[src/design/acfgtp_pkg.sv]
package acfgtp_pkg;
  // ==========================================================
  // register offsets
  localparam logic [7:0] ACFG_OFF_ANALOG = 8'h11;
  localparam logic [7:0] ACFG_OFF_LOAD   = 8'h13;
  localparam logic [7:0] ACFG_OFF_PAT_LO = 8'h14;
  localparam logic [7:0] ACFG_OFF_PAT_MI = 8'h15;
  localparam logic [7:0] ACFG_OFF_PAT_HI = 8'h16;
  // ==========================================================
  // field positions
  localparam int ACFG_BIT_SE       = 5;
  localparam int ACFG_BIT_LOOP_OFF = 2;
  localparam int ACFG_BIT_AZ       = 0;
  localparam int ACFG_BIT_LOAD     = 0;
  localparam int ACFG_SEL_LSB      = 2;
  localparam int ACFG_SEL_MSB      = 4;
  localparam int ACFG_PAT_W        = 18;
  // ==========================================================
  // reset values
  localparam logic [7:0] ACFG_RST_ZERO = 8'h00;
  // ==========================================================
  // pattern select codes
  typedef enum logic [2:0]
  {
    ACFG_PAT_NORMAL = 3'b000,
    ACFG_PAT_RAMP   = 3'b010,
    ACFG_PAT_CONST  = 3'b011
  } acfg_pat_sel_t;
  // ==========================================================
  // register write request
  typedef struct packed
  {
    logic       wr;
    logic [7:0] addr;
    logic [7:0] data;
  } acfg_wr_t;
endpackage : acfgtp_pkg

[src/design/acfgtp_pattern_gen.sv]
`timescale 1ns/1ps
module acfgtp_pattern_gen
  import acfgtp_pkg::*;
#(
  parameter int SAMPLE_W = 14
)
(
  // clock and control
  input  wire logic                  i_core_clk,
  input  wire logic                  i_rst,
  input  wire logic                  i_ce,
  // configuration
  input  wire logic [2:0]            i_sel,
  input  wire logic [ACFG_PAT_W-1:0] i_value,
  // sample stream
  input  wire logic [SAMPLE_W-1:0]   i_sample,
  output logic      [ACFG_PAT_W-1:0] o_data
);
  // ==========================================================
  // ramp accumulator and output register
  logic [ACFG_PAT_W-1:0] ramp_q;
  logic [ACFG_PAT_W-1:0] ramp_d;
  logic [ACFG_PAT_W-1:0] data_q;
  logic [ACFG_PAT_W-1:0] data_d;

  always_comb
  begin
    ramp_d = ramp_q;
    data_d = {i_sample, {(ACFG_PAT_W-SAMPLE_W){1'b0}}};
    case (i_sel)
      ACFG_PAT_NORMAL:
      begin
        ramp_d = '0;
      end
      ACFG_PAT_RAMP:
      begin
        // value is the step; msb-aligned so 10000 steps 14-bit lsb
        ramp_d = ramp_q + i_value;
        data_d = ramp_q;
      end
      ACFG_PAT_CONST:
      begin
        data_d = i_value;
      end
      default:
      begin
        // unused codes pass samples, the safest choice
        ramp_d = '0;
      end
    endcase
  end

  always_ff @(posedge i_core_clk)
  begin
    if (i_rst)
    begin
      ramp_q <= '0;
      data_q <= '0;
    end
    else if (i_ce)
    begin
      ramp_q <= ramp_d;
      data_q <= data_d;
    end
  end

  assign o_data = data_q;
endmodule : acfgtp_pattern_gen

[src/design/acfgtp_regs.sv]
`timescale 1ns/1ps
// Behaviour
// - select 000 normal, 010 ramp, 011 constant
// - constant outputs 18-bit value from three bytes
// - ramp uses value as increment step
// - pattern inserted before mapper, msb aligned
// - mapping load clears other configuration registers
// - bit 5 selects single-ended input
// - bit 2 turns off sampling-time loop
// - bit 0 auto-zero, variant-dependent reset
module acfgtp_regs
  import acfgtp_pkg::*;
#(
  parameter int         SAMPLE_W = 14,
  parameter logic [7:0] AZ_RESET = 8'h01
)
(
  // clock and control
  input  wire logic                  i_core_clk,
  input  wire logic                  i_rst,
  input  wire logic                  i_ce,
  // register port
  input  wire acfg_wr_t              i_wr,
  input  wire logic [7:0]            i_rd_addr,
  output logic      [7:0]            o_rd_data,
  // analog controls
  output logic                       o_single_ended_input_sel,
  output logic                       o_sample_time_loop_off,
  output logic                       o_autozero_on,
  // mapping load
  output logic                       o_bitmap_load_pulse,
  // sample stream
  input  wire logic [SAMPLE_W-1:0]   i_sample,
  output logic      [ACFG_PAT_W-1:0] o_data
);
  // ==========================================================
  // register file
  logic [7:0] analog_q;
  logic [7:0] analog_d;
  logic [7:0] load_q;
  logic [7:0] load_d;
  logic [7:0] pat_lo_q;
  logic [7:0] pat_lo_d;
  logic [7:0] pat_mi_q;
  logic [7:0] pat_mi_d;
  logic [7:0] pat_hi_q;
  logic [7:0] pat_hi_d;
  logic [7:0] rd_q;
  logic [7:0] rd_d;
  logic       pulse_q;
  logic       pulse_d;
  logic       fall;

  // load fires on the falling edge of the bit: one then zero
  assign fall = i_wr.wr && i_wr.addr == ACFG_OFF_LOAD &&
                load_q[ACFG_BIT_LOAD] && !i_wr.data[ACFG_BIT_LOAD];

  always_comb
  begin
    analog_d = analog_q;
    load_d   = load_q;
    pat_lo_d = pat_lo_q;
    pat_mi_d = pat_mi_q;
    pat_hi_d = pat_hi_q;
    pulse_d  = fall;
    if (i_wr.wr)
    begin
      // whole bytes kept, reserved bits included
      case (i_wr.addr)
        ACFG_OFF_ANALOG: analog_d = i_wr.data;
        ACFG_OFF_LOAD:   load_d   = i_wr.data;
        ACFG_OFF_PAT_LO: pat_lo_d = i_wr.data;
        ACFG_OFF_PAT_MI: pat_mi_d = i_wr.data;
        ACFG_OFF_PAT_HI: pat_hi_d = i_wr.data;
        default:         analog_d = analog_q;
      endcase
    end
    if (fall)
    begin
      // the load wipes earlier writes, so it must come last
      analog_d = AZ_RESET;
      pat_lo_d = ACFG_RST_ZERO;
      pat_mi_d = ACFG_RST_ZERO;
      pat_hi_d = ACFG_RST_ZERO;
    end
    case (i_rd_addr)
      ACFG_OFF_ANALOG: rd_d = analog_q;
      ACFG_OFF_LOAD:   rd_d = load_q;
      ACFG_OFF_PAT_LO: rd_d = pat_lo_q;
      ACFG_OFF_PAT_MI: rd_d = pat_mi_q;
      ACFG_OFF_PAT_HI: rd_d = pat_hi_q;
      default:         rd_d = ACFG_RST_ZERO;
    endcase
  end

  always_ff @(posedge i_core_clk)
  begin
    if (i_rst)
    begin
      analog_q <= AZ_RESET;
      load_q   <= ACFG_RST_ZERO;
      pat_lo_q <= ACFG_RST_ZERO;
      pat_mi_q <= ACFG_RST_ZERO;
      pat_hi_q <= ACFG_RST_ZERO;
      rd_q     <= ACFG_RST_ZERO;
      pulse_q  <= 1'b0;
    end
    else if (i_ce)
    begin
      analog_q <= analog_d;
      load_q   <= load_d;
      pat_lo_q <= pat_lo_d;
      pat_mi_q <= pat_mi_d;
      pat_hi_q <= pat_hi_d;
      rd_q     <= rd_d;
      pulse_q  <= pulse_d;
    end
  end

  // ==========================================================
  // outputs
  assign o_rd_data                = rd_q;
  assign o_single_ended_input_sel = analog_q[ACFG_BIT_SE];
  assign o_sample_time_loop_off   = analog_q[ACFG_BIT_LOOP_OFF];
  assign o_autozero_on            = analog_q[ACFG_BIT_AZ];
  assign o_bitmap_load_pulse      = pulse_q;

  // ==========================================================
  // pattern generator
  acfgtp_pattern_gen #(
    .SAMPLE_W (SAMPLE_W)
  ) u_gen (
    .i_core_clk (i_core_clk),
    .i_rst      (i_rst),
    .i_ce       (i_ce),
    .i_sel      (pat_hi_q[ACFG_SEL_MSB:ACFG_SEL_LSB]),
    .i_value    ({pat_hi_q[1:0], pat_mi_q, pat_lo_q}),
    .i_sample   (i_sample),
    .o_data     (o_data)
  );
endmodule : acfgtp_regs

[config.mk]
export PLATFORM = sky130hd
export DESIGN_NAME = acfgtp_regs
export DESIGN_NICKNAME = d
export VERILOG_FILES = /design/src/design/acfgtp_pkg.sv /design/src/design/acfgtp_pattern_gen.sv /design/src/design/acfgtp_regs.sv
export SDC_FILE = /design/constraint.sdc
export NUM_CORES = 1
export LEC_CHECK = 0
export BUFFER_PORTS_ARGS = -buffer_cell sky130_fd_sc_hd__buf_2
export CAP_MARGIN = 10
export CELL_PAD_IN_SITES_DETAIL_PLACEMENT = 0
export CELL_PAD_IN_SITES_GLOBAL_PLACEMENT = 1
export CORE_MARGIN = 10
export CORE_UTILIZATION = 30
export CTS_CLUSTER_DIAMETER = 120
export CTS_CLUSTER_SIZE = 20
export DETAILED_ROUTE_END_ITERATION = 8
export PLACE_DENSITY = 0.64
export SETUP_SLACK_MARGIN = 0.3
export SYNTH_ARGS = -nofsm -noshare
export SYNTH_HDL_FRONTEND = slang
export SYNTH_HIERARCHICAL = 1
export SYNTH_SLANG_ARGS = --single-unit
[constraint.sdc]
create_clock -name i_core_clk -period 2.37 [get_ports i_core_clk]
set_input_delay 0.3555 -clock i_core_clk [delete_from_list [all_inputs] [get_ports i_core_clk]]
set_output_delay 0.3555 -clock i_core_clk [all_outputs]
set_load 0.01 [all_outputs]
; After elaboration in Yosys (flattened, before gate mapping)
; Index checks and enable logic that the tools add are counted.
[word_totals]
ff_bits = 85
[classes]
n_addsub = 1
eq_ne = 12
reduce_logical = 15
n_mux = 15
bitwise_logic = 1
[op_table]
columns = cell, n
row1 = 8-bit two-way mux, 12
row2 = "8-bit by 5-bit == test with 1-bit output, second input constant", 10
row3 = 18-bit one-hot mux with 2 select lines, 2
row4 = 8-bit one-hot mux with 5 select lines, 1
row5 = 18-bit adder, 1
row6 = 3-bit AND reduction, 5
row7 = 2-bit nonzero test, 5
row8 = "3-bit by 2-bit == test with 1-bit output, second input constant", 2
row9 = 1-bit logical AND, 3
row10 = 2-bit AND reduction, 1
row11 = 1-bit zero test, 1
row12 = 1-bit NOT, 1

; Longest topological paths before layout
; Gate-level depths: netlist (run 1).
[logic_depth]
depth_word = 6
mapped_depth = 10

; By module
; The synthesis (run 1) kept the hierarchy.
[by_module_without_submodules]
columns = module, cells_per_inst, seq_area_each_um2, instances, area_per_inst_um2
row1 = acfgtp_pattern_gen, 295, 720.7, 1, 2496.1
row2 = acfgtp_regs, 230, 980.9, 1, 2297.2

; Worst setup path after synthesis (run 1)
; No wires, ideal clock.
[synth_timing]
path_kind = reg2reg
from = register pat_lo_q[6]
to = register u_gen.ramp_q[17]
synth_period_minus_slack_ps = 2134
path_slack_ps = 236
stages_incl_launch_ff = 8
t_arrival_ps = 2012
setup_time_ps = 122
required_time_ps = 2248
cell_sequence = dfxtp_1 -> ha_1 -> a21o_2 -> a31oi_1 -> a21boi_4 -> o41ai_4 -> mux2_1 -> a311o_1
[synth_via]
elab_chain_len = 2
[synth_rtl]
columns = element, line
row1 = start: declaration, acfgtp_regs.sv:42  ; logic [7:0] pat_lo_q;
row2 = start signal: assignment, acfgtp_regs.sv:112  ; pat_lo_q <= pat_lo_d;
row3 = 18-bit adder, acfgtp_pattern_gen.sv:38  ; ramp_d = ramp_q + i_value;
row4 = 18-bit one-hot mux with 2 select lines, acfgtp_pattern_gen.sv:30  ; case (i_sel)
row5 = end signal: assignment, acfgtp_pattern_gen.sv:62  ; ramp_q <= ramp_d;
row6 = end: declaration, acfgtp_pattern_gen.sv:21  ; logic [ACFG_PAT_W-1:0] ramp_q;
; No other way between the ends.
; A chain may end at the register's enable or synchronous reset.

; Worst setup path after layout (run 1)
[layout_timing]
from = register u_gen.ramp_q[6]
to = register u_gen.ramp_q[17]
[layout_via]
elab_chain_len = 2
[layout_rtl]
columns = element, line
row1 = 18-bit adder, acfgtp_pattern_gen.sv:38
row2 = 18-bit one-hot mux with 2 select lines, acfgtp_pattern_gen.sv:30
; No other way between the ends.

==> results_dict.tcl, run 1 <==
set metrics [dict create \
    core-area_um2 15800 \
    routabilityCongestion 0.885 \
    netlist_area_um2 4790 \
    setup.worst_path.end "u_gen/ramp_q[17]" \
    final_common_cell "dfxtp_1" \
    synth_nets 585 \
    hpwl_um 11500 \
    peakVddDrop_v 0.000336 \
    period_needed_ns 2.12 \
    cap_violations 0 \
    area_growth_pct 28.6 \
    status "completed" \
    switching_share_pct 23.6 \
    fin_worst_skew_ns 0.00425 \
    setup_viol 0 \
    hold_viol 0 \
    r2r-start "u_gen/ramp_q[6]" \
    pwr-share-seq_pct 46.6 \
    path_clk_slew_ns 0.06 \
    async_reset_ff_share_pct 0 \
    drc 0 \
    start_util_pct 30.4 \
    drv_slew 0 \
    yosys.area_share.xor_xnor_pct 2.56 \
    yosys_most_used_dff "dfxtp_1" \
    fmax_ghz 0.471 \
    synthMuxAreaShare_pct 12.7 \
    firstDrtPassIters 4 \
    finalCoreUtilization_pct 39.1 \
    rsz0062_at_grt "yes" \
    ys_types 70 \
    cp_max_fo 6 \
    row_count 46 \
    syn_inst 525 \
    pin_count 72 \
    hold_class "input port to register" \
    required_ns 2.60 \
    synth-adder-area-share_pct 4.86 \
    cts_max_path_buffers 2 \
    cts.sinks 85 \
    drive_above_1_share_pct 30.5 \
    cp.depth 8 \
    die_h_um 146 \
    cts_tree "done" \
    relSlewSlack_pct 47.5 \
    postPlaceCellArea_um2 5570 \
    cp.buffers_inverters 1 \
    slowest_stage "dfxtp_1" \
    r2r_slack_ns 0.25 \
    grt_pass1_wl_um 24100 \
    syn_avg_cell_area_um2 9.13 \
    yosysSeqAreaShare_pct 35.5 \
    critical_path_class "register to register" \
    grt.total_usage_pct 14.0 \
    reg2regPathDepth 8 \
    grt_max_degree 43 \
    die_w_um 146 \
    regToRegEndpoint "u_gen/ramp_q[17]" \
    synth-edff-count 0 \
    antenna_found_initial 0 \
    h-tree-depth 3 \
    path_cells "ha_4 -> a21o_2 -> a31oi_1 -> a21boi_4 -> o41ai_4 -> buf_4 -> xnor2_1 -> a311o_1" \
    viasPerCell 5.20 \
    critPathTopFamily "compound AO/OA/AOI/OAI gates" \
    synth_compound_gate_area_share_pct 21.0 \
    comb_power_share_pct 7.9 \
    crit_path_end_kind "register" \
    p_leak_nw 2.52 \
    total_power_w 0.00312 \
    p_clk_share_pct 45.5 \
    first_global_vias 4341 \
    vias 4384 \
    intPower_w 0.00238 \
    portBuffers 71 \
    power_switching_w 0.000736 \
    cts_buffers 9 \
    period_share_pct 89.6 \
    finalInstanceArea_um2 6160 \
    synth_top_family_by_area "compound AO/OA/AOI/OAI gates" \
    tightest_slew_ns 0.788 \
    critPathLaunchType "register" \
    wl_per_cell_um 18.2 \
    arrival_ns 2.36 \
    antenna_cells 0 \
    fin_nets 682 \
    layout_common_cells "77 x dfxtp_1, 71 x buf_2, 55 x mux2i_1" \
    die_area_um2 21400 \
    clock_latency_ns 0.35 \
    wl_um 15300 \
    slowest_delay_ns 0.39 \
    crit_start "u_gen/ramp_q[6]" \
    gr-total-overflow 0 \
    postRouteAntennaNets 0 \
    cts_root_buffer "clkbuf_16" \
    powerDensity_nw_per_um2 506 \
    synth_simple_gate_area_share_pct 19.1 \
    drt_iter0_drc 334 \
    ys_warn_count 6 \
    synth_seq_cells 85 \
]
-- area by class of cell --
cell class	count	area, µm²
clock buffer	12	246
clock inverter	4	47.5
fill	1628	9610
inverter	7	31.3
multi-input combinational	400	3120
sequential	85	1720
tap	216	270
timing repair buffer	119	736
-- kinds of logic after synthesis --
kind of cell / after synthesis
and+or+nand+nor: 172
DFF: 85
buffers and inverters: 40
xor gates and xnor gates: 14
adders and majority gates: 18
muxes: 60
AOI/OAI and AO/OA: 136
-- stage by stage --
stage / setup WS [ns] / std cells / TNS [ns] / hold WS, ns
2_1_floorplan: 0.321 / 525 / 0 / 0.438
3_3_place_gp: 0.0639 / 817 / 0 / 0.445
3_5_place_dp: -0.00491 / 817 / -0.00491 / 0.455
4_1_cts: 0.186 / 840 / 0 / 0.315
5_1_grt: 0.159 / 843 / 0 / 0.326
6_report: 0.246 / 843 / 0 / 0.327
-- state kept, by name, summed over array words and instances, names as in the netlist, 8 cells and up --
| register | cells |
|---|---|
| analog_q | 8 |
| load_q | 8 |
| o_rd_data | 8 |
| pat_hi_q | 8 |
| pat_lo_q | 8 |
| pat_mi_q | 8 |
| u_gen/o_data | 18 |
| u_gen/ramp_q | 18 |
-- per-layer routing --
layer / up-vias / wire [µm] / GRT usage, %
li1: 2132 / - / -
met1: 2115 / 7610 / 19.1
met2: 128 / 6910 / 21.5
met3: 9 / 715 / 4.11
met4: 0 / 99 / 2.40
met5: - / 0 / 0
-- tightest hold or removal path: stages --
cell	delay, ns
buf_2	0.15
nand2_1	0.07
mux2i_1	0.05
-- cells in the mapped netlist (12+ instances only) --
cell	n	area, µm²
dfxtp_1	85	1700
nand2b_1	27	169
nor2_1	47	176
a21oi_1	20	100
o21ai_0	27	135
nand2_1	44	165
nand3_1	12	60.1
ha_1	17	213
a22oi_1	14	105
clkbuf_1	15	56.3
mux2i_1	55	551
-- repair_timing --
item                       CTS  global route
hold buffers                 0             0
pin swaps                    8            12
setup buffers                7             3
resized for setup           28            27
cloned                       0             0
setup endpoints to repair    8            10
-- power by group through the flow --
stage	sequential, W	combinational, W	clock [W]
after floorplan	0.00150	0.000119	0
after global placement	0.00149	0.000246	0
after detailed placement	0.00149	0.000249	0
after CTS	0.00145	0.000250	0.00147
after global routing	0.00145	0.000273	0.00152
final	0.00145	0.000248	0.00142
-- worst min-delay path by stage --
| stage | startpoint | end | slack, ns | cells after the start |
|---|---|---|---|---|
| floorplan | pat_hi_q[5] | pat_hi_q[5] | 0.44 | 1 |
| global placement | pat_hi_q[5] | pat_hi_q[5] | 0.45 | 1 |
| detailed placement | analog_q[3] | analog_q[3] | 0.45 | 2 |
| CTS | i_wr[6] | analog_q[6] | 0.31 | 3 |
| global route | i_wr[2] | pat_lo_q[2] | 0.33 | 2 |
| finish | i_wr[5] | pat_mi_q[5] | 0.33 | 3 |
Power figures use the tool's default switching activity.
==> run 2, diff against run 1 <==
CORE_UTILIZATION = 44   (was 30)
PLACE_DENSITY = 0.86   (was 0.64)
==> run 2 against run 1 <==
Power decreased by 11%. Sequential share of layout area increased by 0.85 points. First-iteration DRC count decreased by 2.1%. Via count increased by 1.2%. Fmax about the same. Wire length decreased by 5.7%. Sequential power about the same. Non-clock buffer count increased by 1.
==> results_dict.tcl, run 2 (synthesis results as in run 1) <==
set metrics [dict create \
    status "completed" \
    core-area_um2 10700 \
    tns_ns 0 \
    cp.buffers_inverters 1 \
    pwr-share-seq_pct 52.2 \
    p_leak_nw 2.49 \
    wl_per_cell_um 18.8 \
    switching_share_pct 25.9 \
    cp_max_fo 4 \
    cts_buffers 9 \
    cts_root_buffer "clkbuf_8" \
    cap_violations 0 \
    antenna_cells 0 \
    pin_count 72 \
    cts_max_path_buffers 2 \
    hpwl_um 10300 \
    area_growth_pct 25.9 \
    rsz0062_at_grt "yes" \
    grt_max_degree 34 \
    h-tree-depth 3 \
    wl_um 14500 \
    viasPerCell 5.78 \
    start_util_pct 44.6 \
    hold_class "input port to register" \
    intPower_w 0.00206 \
    peakVddDrop_v 0.000368 \
    layout_common_cells "71 x dfxtp_1, 71 x buf_2, 55 x mux2i_1" \
    period_needed_ns 2.12 \
    wl_met2_um 6520 \
    period_share_pct 89.6 \
    crit_start "pat_lo_q[0]" \
    cts_tree "done" \
    drt_iter0_drc 327 \
    tightest_slew_ns 0.716 \
    r2r-start "pat_lo_q[0]" \
    slowest_delay_ns 0.37 \
    p_clk_share_pct 39.2 \
    dr.max_layer_used "met4" \
    hold_buffers 0 \
    path_clk_slew_ns 0.09 \
    portBuffers 71 \
    comb_power_share_pct 8.7 \
    required_ns 2.61 \
    hold_viol 0 \
    drive_above_1_share_pct 31.7 \
    row_count 38 \
    die_w_um 124 \
    postPlaceCellArea_um2 5410 \
    wl_met1_um 6720 \
    dp.cells 735 \
    arrival_ns 2.36 \
    first_global_vias 4376 \
    finalNonFillerCells 768 \
    fillers 948 \
    fin_worst_skew_ns 0.0183 \
    critPathTopFamily "compound AO/OA/AOI/OAI gates" \
    setup_viol 0 \
    powerDensity_nw_per_um2 460 \
    relSlewSlack_pct 52.1 \
    fin_nets 683 \
    critical_path_class "register to register" \
    die_h_um 124 \
    antenna_found_initial 0 \
    drv_slew 0 \
    crit_path_end_kind "register" \
    routabilityCongestion 0.938 \
    postRouteAntennaNets 0 \
    power_switching_w 0.000719 \
    clock_latency_ns 0.36 \
    path_cells "ha_4 -> inv_1 -> fa_2 -> nand2b_4 -> a21oi_4 -> a211oi_4 -> o21ai_2 -> a31oi_1 -> xor2_1 -> o21ai_1" \
    finalInstanceArea_um2 6030 \
    drc 0 \
    gr-total-overflow 0 \
    slowest_stage "dfxtp_2" \
    critPathLaunchType "register" \
    grt_pass1_wl_um 22500 \
    hp-start "i_wr[6]" \
    vias 4438 \
    grt.total_usage_pct 17.1 \
    cts.sinks 85 \
    fmax_ghz 0.471 \
    die_area_um2 15500 \
    met3WireLength_um 1020 \
    firstDrtPassIters 5 \
]
-- run 2: cell count changes in the layout (fill, tap and decap cells not counted), sizes merged --
cell      change
inv           +1
clkbuf        -2
clkinvlp      +1
buf           +1
-- run 2: repair_timing --
| item | in CTS | in global routing |
|---|---|---|
| pin swaps | 9 | 14 |
| buffers inserted | 9 | 8 |
| cloned | 0 | 0 |
| setup endpoints to repair | 8 | 10 |
| resized for setup | 26 | 41 |
-- run 2: routing by layer --
| layer | GRT usage (%) | up-vias |
|---|---|---|
| met5 | 0 | - |
| met4 | 3.56 | 0 |
| met3 | 4.26 | 19 |
| met2 | 27.6 | 188 |
| met1 | 22.5 | 2098 |
| li1 | - | 2133 |
-- run 2: area by class of cell --
cell class                 instances  area (µm²)  area share [%]
inverter                           7        28.8           0.477
tap                              140         175            2.90
timing repair buffer             120         727            12.0
clock buffer                      10         138            2.28
sequential                        85        1730            28.7
multi-input combinational        400        3160            52.4
clock inverter                     6        71.3            1.18
-- run 2: path summary, 6_finish.rpt --
check / to / slack [ns] / cells past startpoint
worst max-delay path: u_gen/ramp_q[10] / 0.25 / 10
worst min-delay path: pat_mi_q[6] / 0.31 / 3
worst max register to register: u_gen/ramp_q[10] / 0.25 / 10
worst min register to register: analog_q[3] / 0.47 / 2
-- run 2: worst min-delay path, delay by kind of cell --
family / cells / cell delay [ns]
buffers and inverters: 1 / 0.14
and+or+nand+nor: 1 / 0.06
muxes: 1 / 0.05
-- run 2: metrics by stage --
step	hold slack (ns)	worst slack, ns	utilization (%)	total power, W
3_5_place_dp	0.455	0.0379	50.4	0.00173
3_3_place_gp	0.448	0.103	50.4	0.00172
6_report	0.307	0.248	56.1	0.00278
4_1_cts	0.298	0.250	54.0	0.00280
2_1_floorplan	0.438	0.321	-	0.00161
5_1_grt	0.319	0.199	56.1	0.00287
-- run 2: power groups by stage --
| stage | Sequential (W) | Clock (W) | Combinational, W |
|---|---|---|---|
| after detailed placement | 0.00149 | 0 | 0.000239 |
| after CTS | 0.00145 | 0.00111 | 0.000240 |
| after global routing | 0.00145 | 0.00116 | 0.000262 |
| final | 0.00145 | 0.00109 | 0.000240 |
| after floorplan | 0.00150 | 0 | 0.000119 |
| after global placement | 0.00149 | 0 | 0.000236 |
